### src/verilog/aidiag_cfg.svh
/*
 * constants of the analog input diagnostic status block: fault bit
 * positions, reset values, timing figures and byte indices.
 * assumes inclusion by bare name; definitions only.
 */
`ifndef AIDIAG_CFG_SVH
`define AIDIAG_CFG_SVH

// ============================================================
// fault byte layout
`define FAULT_PARAM_BIT      0
`define FAULT_IRQ_LOST_BIT   5
`define FAULT_UNDER_BIT      6
`define FAULT_OVER_BIT       7
`define FAULT_RESERVED_MASK  8'h1e
`define FAULT_BYTE_RESET     8'h00

// ============================================================
// timing
`define CLK_FREQ_HZ          10000000
`define TICK_PERIOD_NS       1000
`define CLK_PERIOD_NS        100
`define TICK_CYCLES          (`TICK_PERIOD_NS / `CLK_PERIOD_NS)
`define BLINK_FREQ_HZ        2
// half period of the blink, in clock cycles
`define BLINK_HALF_CYCLES    (`CLK_FREQ_HZ / (2 * `BLINK_FREQ_HZ))
`define TIMESTAMP_RESET      32'h0000_0000

// ============================================================
// diagnostic byte indices on the read port
`define IDX_CHANNEL_GROUP    4'h0
`define IDX_FAULT_FIRST      4'h1
`define IDX_SPARE_FIRST      4'h5
`define IDX_STAMP_FIRST      4'h9
`define IDX_LAST             4'hc

`endif

### src/verilog/aidiag_pkg.sv
/*
 * types of the analog input diagnostic status block.
 * assumes nothing of its surroundings.
 */
package aidiag_pkg;

    // mains frequency for interference suppression
    typedef enum logic [0:0] {
        mains_50hz = 1'b0,
        mains_60hz = 1'b1
    } mains_sel_type;

    // indicator state derived from bus and module health
    typedef enum logic [3:0] {
        ind_ok        = 4'b0001,
        ind_mod_error = 4'b0010,
        ind_no_comm   = 4'b0100,
        ind_no_power  = 4'b1000
    } ind_state_type;

endpackage

### src/verilog/us_ticker.sv
/*
 * free-running 32-bit microsecond ticker with a cycle prescaler.
 * assumes a 10 MHz clock; counts from zero after reset and wraps.
 */
`timescale 1ns/1ps
`include "aidiag_cfg.svh"

module us_ticker #(
    parameter int TICK_CYCLES = `TICK_CYCLES
) (
    input  wire logic        core_clk_in,
    input  wire logic        sys_rst_in,
    input  wire logic        clk_en_in,
    output logic      [31:0] ticks_out
);

    if (TICK_CYCLES < 1 || TICK_CYCLES > 255) begin : g_bad_tick
        $error("us_ticker: TICK_CYCLES out of range");
    end

    logic [7:0]  pre_reg;
    logic [7:0]  pre_next;
    logic [31:0] ticks_reg;
    logic [31:0] ticks_next;

    // ============================================================
    // prescaler and counter
    always_comb begin
        pre_next   = pre_reg;
        ticks_next = ticks_reg;
        if (clk_en_in) begin
            if (pre_reg == 8'(TICK_CYCLES - 1)) begin
                pre_next   = 8'h00;
                // wraps naturally to zero after the maximum
                ticks_next = ticks_reg + 32'h0000_0001;
            end else begin
                pre_next = pre_reg + 8'h01;
            end
        end
    end

    always_ff @(posedge core_clk_in) begin
        if (sys_rst_in) begin
            pre_reg   <= 8'h00;
            ticks_reg <= `TIMESTAMP_RESET;
        end else begin
            pre_reg   <= pre_next;
            ticks_reg <= ticks_next;
        end
    end

    assign ticks_out = ticks_reg;

endmodule

### src/verilog/blink_gen.sv
/*
 * square wave for blinking an indicator.
 * assumes a 10 MHz clock; output toggles every half period.
 */
`timescale 1ns/1ps
`include "aidiag_cfg.svh"

module blink_gen #(
    parameter int HALF_CYCLES = `BLINK_HALF_CYCLES
) (
    input  wire logic core_clk_in,
    input  wire logic sys_rst_in,
    input  wire logic clk_en_in,
    output logic      blink_out
);

    if (HALF_CYCLES < 1 || HALF_CYCLES > (1 << 23)) begin : g_bad_half
        $error("blink_gen: HALF_CYCLES out of range");
    end

    logic [23:0] cnt_reg;
    logic [23:0] cnt_next;
    logic        wave_reg;
    logic        wave_next;

    // ============================================================
    // half period counter
    always_comb begin
        cnt_next  = cnt_reg;
        wave_next = wave_reg;
        if (clk_en_in) begin
            if (cnt_reg == 24'(HALF_CYCLES - 1)) begin
                cnt_next  = 24'h00_0000;
                wave_next = ~wave_reg;
            end else begin
                cnt_next = cnt_reg + 24'h00_0001;
            end
        end
    end

    always_ff @(posedge core_clk_in) begin
        if (sys_rst_in) begin
            cnt_reg  <= 24'h00_0000;
            wave_reg <= 1'b0;
        end else begin
            cnt_reg  <= cnt_next;
            wave_reg <= wave_next;
        end
    end

    assign blink_out = wave_reg;

endmodule

### src/verilog/analog_input_diag_status.sv
/*
 * diagnostic status of a four-channel 0-10 V analog input module:
 * per-channel fault bytes, channel group summary, microsecond stamp of
 * the last diagnostic, run / module-fault / channel-fault indicators,
 * and a byte-wide read port for the diagnostic record.
 * assumes condition inputs come from asynchronous measuring logic and
 * are synchronised here; read index comes from logic on core_clk_in.
 */
// Contract
// - bit 0 of fault byte flags parameter error; bits 4..1 reserved.
// - bit 5 of fault byte flags a lost process interrupt.
// - bit 6 of fault byte flags signal below measuring range.
// - bit 7 of fault byte flags signal above measuring range.
// - on a diagnostic event the ticker value is latched as stamp.
// - microsecond ticker starts at zero on reset, counts each us.
// - ticker is 32 bits wide and wraps to zero then continues.
// - four channels, each with fault byte and fault indicator.
// - a parameter selects 50 Hz or 60 Hz interference suppression.
// - bus and module good: run lit, module fault dark.
// - bus good, module error: run and module fault both lit.
// - no bus communication: run dark, module fault lit.
// - bus power failed: run and module fault both dark.
// - configuration error blinks module fault at 2 Hz while bus power is good.
// - channel indicator lit when out of range or parameter error.
// - group summary bit set for each channel with any fault.
`timescale 1ns/1ps
`include "aidiag_cfg.svh"

module analog_input_diag_status #(
    parameter int                     NUM_CH     = 4,
    parameter int                     TICK_CYC   = `TICK_CYCLES,
    parameter int                     BLINK_HALF = `BLINK_HALF_CYCLES,
    parameter aidiag_pkg::mains_sel_type MAINS_SEL =
        aidiag_pkg::mains_50hz
) (
    input  wire logic                core_clk_in,
    input  wire logic                sys_rst_in,
    input  wire logic                clk_en_in,
    input  wire logic [NUM_CH-1:0]   param_err_in,
    input  wire logic [NUM_CH-1:0]   irq_lost_in,
    input  wire logic [NUM_CH-1:0]   under_range_in,
    input  wire logic [NUM_CH-1:0]   over_range_in,
    input  wire logic                bus_comm_ok_in,
    input  wire logic                bus_power_ok_in,
    input  wire logic                module_err_in,
    input  wire logic                config_err_in,
    input  wire logic [3:0]          diag_index_in,
    output logic      [7:0]          diag_byte_out,
    output logic      [7:0]          channel_group_summary_out,
    output logic      [31:0]         diag_event_timestamp_out,
    output logic                     mains_60hz_out,
    output logic                     run_led_out,
    output logic                     module_fault_led_out,
    output logic      [NUM_CH-1:0]   channel_fault_led_out
);

    if (NUM_CH != 4) begin : g_bad_ch
        $error("analog_input_diag_status: NUM_CH must be 4");
    end

    localparam int NCOND = 4 * NUM_CH + 4;

    // ============================================================
    // input synchronisers
    // every condition input crosses in from measuring or bus logic
    logic [NCOND-1:0] sync1_reg;
    logic [NCOND-1:0] sync1_next;
    logic [NCOND-1:0] sync2_reg;
    logic [NCOND-1:0] sync2_next;

    always_comb begin
        sync1_next = sync1_reg;
        sync2_next = sync2_reg;
        if (clk_en_in) begin
            sync1_next = {config_err_in, module_err_in, bus_power_ok_in,
                          bus_comm_ok_in, over_range_in, under_range_in,
                          irq_lost_in, param_err_in};
            sync2_next = sync1_reg;
        end
    end

    always_ff @(posedge core_clk_in) begin
        if (sys_rst_in) begin
            sync1_reg <= '0;
            sync2_reg <= '0;
        end else begin
            sync1_reg <= sync1_next;
            sync2_reg <= sync2_next;
        end
    end

    logic [NUM_CH-1:0] param_s;
    logic [NUM_CH-1:0] irq_s;
    logic [NUM_CH-1:0] under_s;
    logic [NUM_CH-1:0] over_s;
    logic              comm_s;
    logic              power_s;
    logic              moderr_s;
    logic              cfgerr_s;

    assign param_s  = sync2_reg[NUM_CH-1:0];
    assign irq_s    = sync2_reg[2*NUM_CH-1:NUM_CH];
    assign under_s  = sync2_reg[3*NUM_CH-1:2*NUM_CH];
    assign over_s   = sync2_reg[4*NUM_CH-1:3*NUM_CH];
    assign comm_s   = sync2_reg[4*NUM_CH];
    assign power_s  = sync2_reg[4*NUM_CH+1];
    assign moderr_s = sync2_reg[4*NUM_CH+2];
    assign cfgerr_s = sync2_reg[4*NUM_CH+3];

    // ============================================================
    // per-channel fault bytes
    logic [7:0]        fault_reg  [NUM_CH];
    logic [7:0]        fault_next [NUM_CH];
    logic [NUM_CH-1:0] new_fault;
    logic [NUM_CH-1:0] any_fault;
    logic [NUM_CH-1:0] chan_led;

    for (genvar c = 0; c < NUM_CH; c++) begin : g_chan
        always_comb begin
            fault_next[c] = fault_reg[c];
            if (clk_en_in) begin
                // flags track their condition, no latching
                fault_next[c] = `FAULT_BYTE_RESET;
                fault_next[c][`FAULT_PARAM_BIT]    = param_s[c];
                fault_next[c][`FAULT_IRQ_LOST_BIT] = irq_s[c];
                fault_next[c][`FAULT_UNDER_BIT]    = under_s[c];
                fault_next[c][`FAULT_OVER_BIT]     = over_s[c];
            end
        end

        always_ff @(posedge core_clk_in) begin
            if (sys_rst_in)
                fault_reg[c] <= `FAULT_BYTE_RESET;
            else
                fault_reg[c] <= fault_next[c];
        end

        // a flag rising in a byte is a new diagnostic event
        assign new_fault[c] = |(fault_next[c] & ~fault_reg[c]);
        // next values, so the registered copies keep step with the bytes
        assign any_fault[c] = |fault_next[c];
        assign chan_led[c]  = fault_next[c][`FAULT_PARAM_BIT]
                            | fault_next[c][`FAULT_UNDER_BIT]
                            | fault_next[c][`FAULT_OVER_BIT];
    end

    // ============================================================
    // registered summary and channel indicators
    logic [NUM_CH-1:0] summary_reg;
    logic [NUM_CH-1:0] summary_next;
    logic [NUM_CH-1:0] chan_led_reg;
    logic [NUM_CH-1:0] chan_led_next;

    always_comb begin
        summary_next  = summary_reg;
        chan_led_next = chan_led_reg;
        if (clk_en_in) begin
            summary_next  = any_fault;
            chan_led_next = chan_led;
        end
    end

    always_ff @(posedge core_clk_in) begin
        if (sys_rst_in) begin
            summary_reg  <= '0;
            chan_led_reg <= '0;
        end else begin
            summary_reg  <= summary_next;
            chan_led_reg <= chan_led_next;
        end
    end

    assign channel_fault_led_out = chan_led_reg;

    assign channel_group_summary_out =
        8'({{(8 - NUM_CH){1'b0}}, summary_reg});

    // ============================================================
    // ticker and event stamp
    logic [31:0] ticks;
    logic [31:0] stamp_reg;
    logic [31:0] stamp_next;

    us_ticker #(
        .TICK_CYCLES (TICK_CYC)
    ) u_ticker (
        .core_clk_in (core_clk_in),
        .sys_rst_in  (sys_rst_in),
        .clk_en_in   (clk_en_in),
        .ticks_out   (ticks)
    );

    always_comb begin
        stamp_next = stamp_reg;
        if (clk_en_in && (|new_fault))
            stamp_next = ticks;
    end

    always_ff @(posedge core_clk_in) begin
        if (sys_rst_in)
            stamp_reg <= `TIMESTAMP_RESET;
        else
            stamp_reg <= stamp_next;
    end

    assign diag_event_timestamp_out = stamp_reg;

    // ============================================================
    // indicators
    logic blink;

    blink_gen #(
        .HALF_CYCLES (BLINK_HALF)
    ) u_blink (
        .core_clk_in (core_clk_in),
        .sys_rst_in  (sys_rst_in),
        .clk_en_in   (clk_en_in),
        .blink_out   (blink)
    );

    aidiag_pkg::ind_state_type ind_state;
    logic run_next;
    logic mf_next;
    logic run_reg;
    logic mf_reg;

    always_comb begin
        if (!power_s)
            ind_state = aidiag_pkg::ind_no_power;
        else if (!comm_s)
            ind_state = aidiag_pkg::ind_no_comm;
        else if (moderr_s)
            ind_state = aidiag_pkg::ind_mod_error;
        else
            ind_state = aidiag_pkg::ind_ok;
        run_next = run_reg;
        mf_next  = mf_reg;
        if (clk_en_in) begin
            unique case (ind_state)
                aidiag_pkg::ind_ok: begin
                    run_next = 1'b1;
                    mf_next  = 1'b0;
                end
                aidiag_pkg::ind_mod_error: begin
                    run_next = 1'b1;
                    mf_next  = 1'b1;
                end
                aidiag_pkg::ind_no_comm: begin
                    run_next = 1'b0;
                    mf_next  = 1'b1;
                end
                aidiag_pkg::ind_no_power: begin
                    run_next = 1'b0;
                    mf_next  = 1'b0;
                end
            endcase
            // blink overrides only while powered; no power means dark
            if (cfgerr_s && power_s)
                mf_next = blink;
        end
    end

    always_ff @(posedge core_clk_in) begin
        if (sys_rst_in) begin
            run_reg <= 1'b0;
            mf_reg  <= 1'b0;
        end else begin
            run_reg <= run_next;
            mf_reg  <= mf_next;
        end
    end

    assign run_led_out          = run_reg;
    assign module_fault_led_out = mf_reg;
    assign mains_60hz_out = (MAINS_SEL == aidiag_pkg::mains_60hz);

    // ============================================================
    // diagnostic record read port
    logic [7:0] rd_next;
    logic [7:0] rd_reg;
    logic [3:0] rel;

    always_comb begin
        rel     = diag_index_in - `IDX_FAULT_FIRST;
        rd_next = rd_reg;
        if (clk_en_in) begin
            rd_next = 8'h00;
            if (diag_index_in == `IDX_CHANNEL_GROUP)
                rd_next = channel_group_summary_out;
            else if (diag_index_in < `IDX_SPARE_FIRST)
                rd_next = fault_reg[rel[1:0]];
            else if (diag_index_in < `IDX_STAMP_FIRST)
                rd_next = 8'h00;
            else if (diag_index_in <= `IDX_LAST)
                // byte 0 of the stamp is its least significant byte
                rd_next = 8'(stamp_reg >> (8 * 32'(diag_index_in
                          - `IDX_STAMP_FIRST)));
        end
    end

    always_ff @(posedge core_clk_in) begin
        if (sys_rst_in)
            rd_reg <= 8'h00;
        else
            rd_reg <= rd_next;
    end

    assign diag_byte_out = rd_reg;

endmodule

### config.mk
export PLATFORM = sky130hd
export DESIGN_NAME = analog_input_diag_status
export DESIGN_NICKNAME = d
export VERILOG_FILES = /design/src/verilog/aidiag_pkg.sv /design/src/verilog/us_ticker.sv /design/src/verilog/blink_gen.sv /design/src/verilog/analog_input_diag_status.sv
export VERILOG_INCLUDE_DIRS = /design/src /design/src/verilog
export SDC_FILE = /design/constraint.sdc
export NUM_CORES = 1
export LEC_CHECK = 0
export ABC_AREA = 1
export BUFFER_PORTS_ARGS = -buffer_cell sky130_fd_sc_hd__buf_4
export CAP_MARGIN = 40
export CORE_MARGIN = 2
export CORE_UTILIZATION = 36
export DETAILED_ROUTE_END_ITERATION = 8
export MAX_ROUTING_LAYER = met4
export SYNTH_ARGS = -nofsm -noshare
export SYNTH_HDL_FRONTEND = slang
export SYNTH_SLANG_ARGS = --single-unit
### constraint.sdc
create_clock -name core_clk_in -period 2.6 [get_ports core_clk_in]
set_input_delay 0.13 -clock core_clk_in [delete_from_list [all_inputs] [get_ports core_clk_in]]
set_output_delay 0.13 -clock core_clk_in [all_outputs]
set_load 0.02 [all_outputs]
==> flow_summary.toml <==
[global_routing]
gr-total-overflow = 0
grt_pass1_vias = 7863
grtUsageMet1_pct = 26.2
grtUsageMet2_pct = 32.1
antenna_found_initial = 0
grt_usage_pct = 20.0
grt-busiest-layer = "met2"
grt_pass1_wl_mm = 40.5
grt_max_degree = 44
met3_usage_pct = 3.54

[route]
wire_per_inst_um = 14.3
vias = 8444
via_per_inst = 4.87
ant_nets = 0
routed_wl_mm = 24.8
dr.pass1.iters = 5
drc = 0
drt_iter0_drc = 582

[floorplan]
core_um2 = 24200
initial_core_util_pct = 36.5
rows = 57
die_y_um = 161
die_w_um = 161
dieArea_um2 = 25900
ios = 82

[synth]
ys.flop_type = "dfxtp_1"
synth_cell_types = 38
ys_async_sr_fraction_pct = 0
synth_enable_flop_cells = 0
synthSimpleGateAreaFrac_pct = 36.3
synth_top_area_share_pct = 42.3
synth_compound_area_share_pct = 11.0
synth-seq-cells = 187
yosysMostFrequentCell = "nor2_1"
synth_cells = 1327
synth_adder_area_share_pct = 0.707
synth_top_family_by_area = "simple AND/OR/NAND/NOR gates"
synth-xor-area-share_pct = 0.692
syn-mean-instance-area_um2 = 6.67
synth.top_cells.by_count = "nor2_1 (296), nand2_1 (278), dfxtp_1 (187)"
synth_area_leaders = "dfxtp_1 (42%), nor2_1 (13%), nand2_1 (12%)"
yosysSeqAreaShare_pct = 42.3
synthMuxAreaShare_pct = 0
synth_area_um2 = 8850
yosysTopAreaCell = "dfxtp_1"
yosysWarnings = 0

[sta]
final.min_clock_period_ps = 2060
tightest_slew_ps = 784
setup-tns-final_ps = 0
relSlewSlack_pct = 47.7
setup_slack_ps = 541
fmax_mhz = 486
skew_ps = 15.8
hold_slack_ps = 46.3
rsz0062_at_grt = "false"
final-hold-violation-count = 0
setup_violations = 0
period_share_pct = 79.2
drv_slew = 0

[place]
place_congestion = 0.887
post-place-ws_ps = 538
place_area_um2 = 9650
port_buffers = 76
dpl.cell_count = 1682
place_hpwl_mm = 17.5

[power_and_ir_drop]
p_switching_mw = 2.02
switching_share_pct = 30.2
vdd_drop_max_v = 0.000465
internal-power_mw = 4.67
seq_power_share_pct = 46.4
total_power_mw = 6.69
p_per_area_nw_per_um2 = 641
leakagePower_nw = 4.21
p_clk_share_pct = 39.0
power_frac_comb_pct = 14.6

[min_path]
hold_path_class = "in2reg"

[layout]
fin_util_pct = 43.0
design_area_um2 = 10400
fin_nets = 1429
layout.cells.non_filler = 1734
drive_gt1_share_pct = 10.0
num_antenna_cells = 0
area_delta_synth_final_pct = 17.9

[clock_tree]
cts_num_sinks = 187
cts-resized-gates = 0
cts-htree-levels = 4
cts_setup_buffers = 0
cts_tree = "done"
holdBufCountCts = 20
cts_root_buf = "clkbuf_16"
path_clk_slew_ps = 80
clockBufferDepth = 2
worst_skew_pair.late_latency_ps = 440
cts_buffers = 17

[worst_setup_path]
end_kind = "flip-flop"
critPathMaxFanout = 14
cp_data_required_time_ps = 2930
path_cells = "ha_1 > nand2_1 > nor2_1 > nand2_1 > nor2_2 > nand3_1 > o21ai_0 > nor2_1"
crit_slowest_cell = "nor2_2"
max_stage_delay_ps = 410
crit_arrival_ps = 2390
criticalPathCategory = "reg2reg"
cp-start-kind = "flip-flop"

[status]
status = "finished, final reports clean"

[job]
drv_cap = 0
[worst max-delay path, delay by kind of cell, from the launching register on]
family,cells,cell delay [ps]
AND/OR/NAND/NOR,6,1190
adder cells (fa/ha/maj),1,170
flip-flops,1,400
AO/OA/AOI/OAI,1,190
[layout by cell type, fill, tap and decap left out, types with 17 or more instances in the layout]
cell and count:
dlygate4sd3_1 20, nand3b_1 29, dfxtp_1 187, inv_1 117
nor2_1 296, nor3_1 19, buf_4 92, o21ai_0 102
a21oi_1 63, nand2_1 278, nand3_1 94, clkbuf_16 17
[final cells by class]
| class | count | area, um^2 |
|---|---|---|
| tap | 324 | 405 |
| sequential | 187 | 3740 |
| multi-input combinational | 956 | 4330 |
| timing repair buffer | 113 | 906 |
| clock inverter | 14 | 151 |
| inverter | 122 | 458 |
| fill | 2553 | 13800 |
| clock buffer | 18 | 439 |
[path summary, 6_finish.rpt]
check,start,end,slack (ps),cells past startpoint
setup / recovery,u_ticker.pre_reg[0],u_ticker.ticks_out[15],540,8
hold / removal,diag_index_in[3],diag_byte_out[7],50,4
setup reg to reg,u_ticker.pre_reg[0],u_ticker.ticks_out[15],540,8
hold reg to reg,fault_reg[3][2],fault_reg[3][2],440,2
[power by group through the flow]
stage               Sequential (mW)  Clock [mW]  Combinational (mW)
floorplan                      3.22           0               0.553
global placement               3.17           0               0.937
detailed placement             3.17           0               0.948
CTS                            3.10        2.67               0.976
global route                   3.12        2.78                1.08
finish                         3.10        2.61               0.974
[layer usage]
metal | vias up | wire (um)
met2 | 197 | 11500
li1 | 4377 | -
met4 | 0 | 388
met5 | - | 0
met1 | 3841 | 11800
met3 | 29 | 1080
[kinds of logic (layout without fill, tap and decap cells)]
family          Yosys count  after routing
other cells               1              5
fa+ha+maj                 5              5
buf+inv                 188            267
simple gates            754            754
xor+xnor                  7              7
compound gates          185            185
flops                   187            187
No activity file was read; power rests on OpenSTA's default activity.
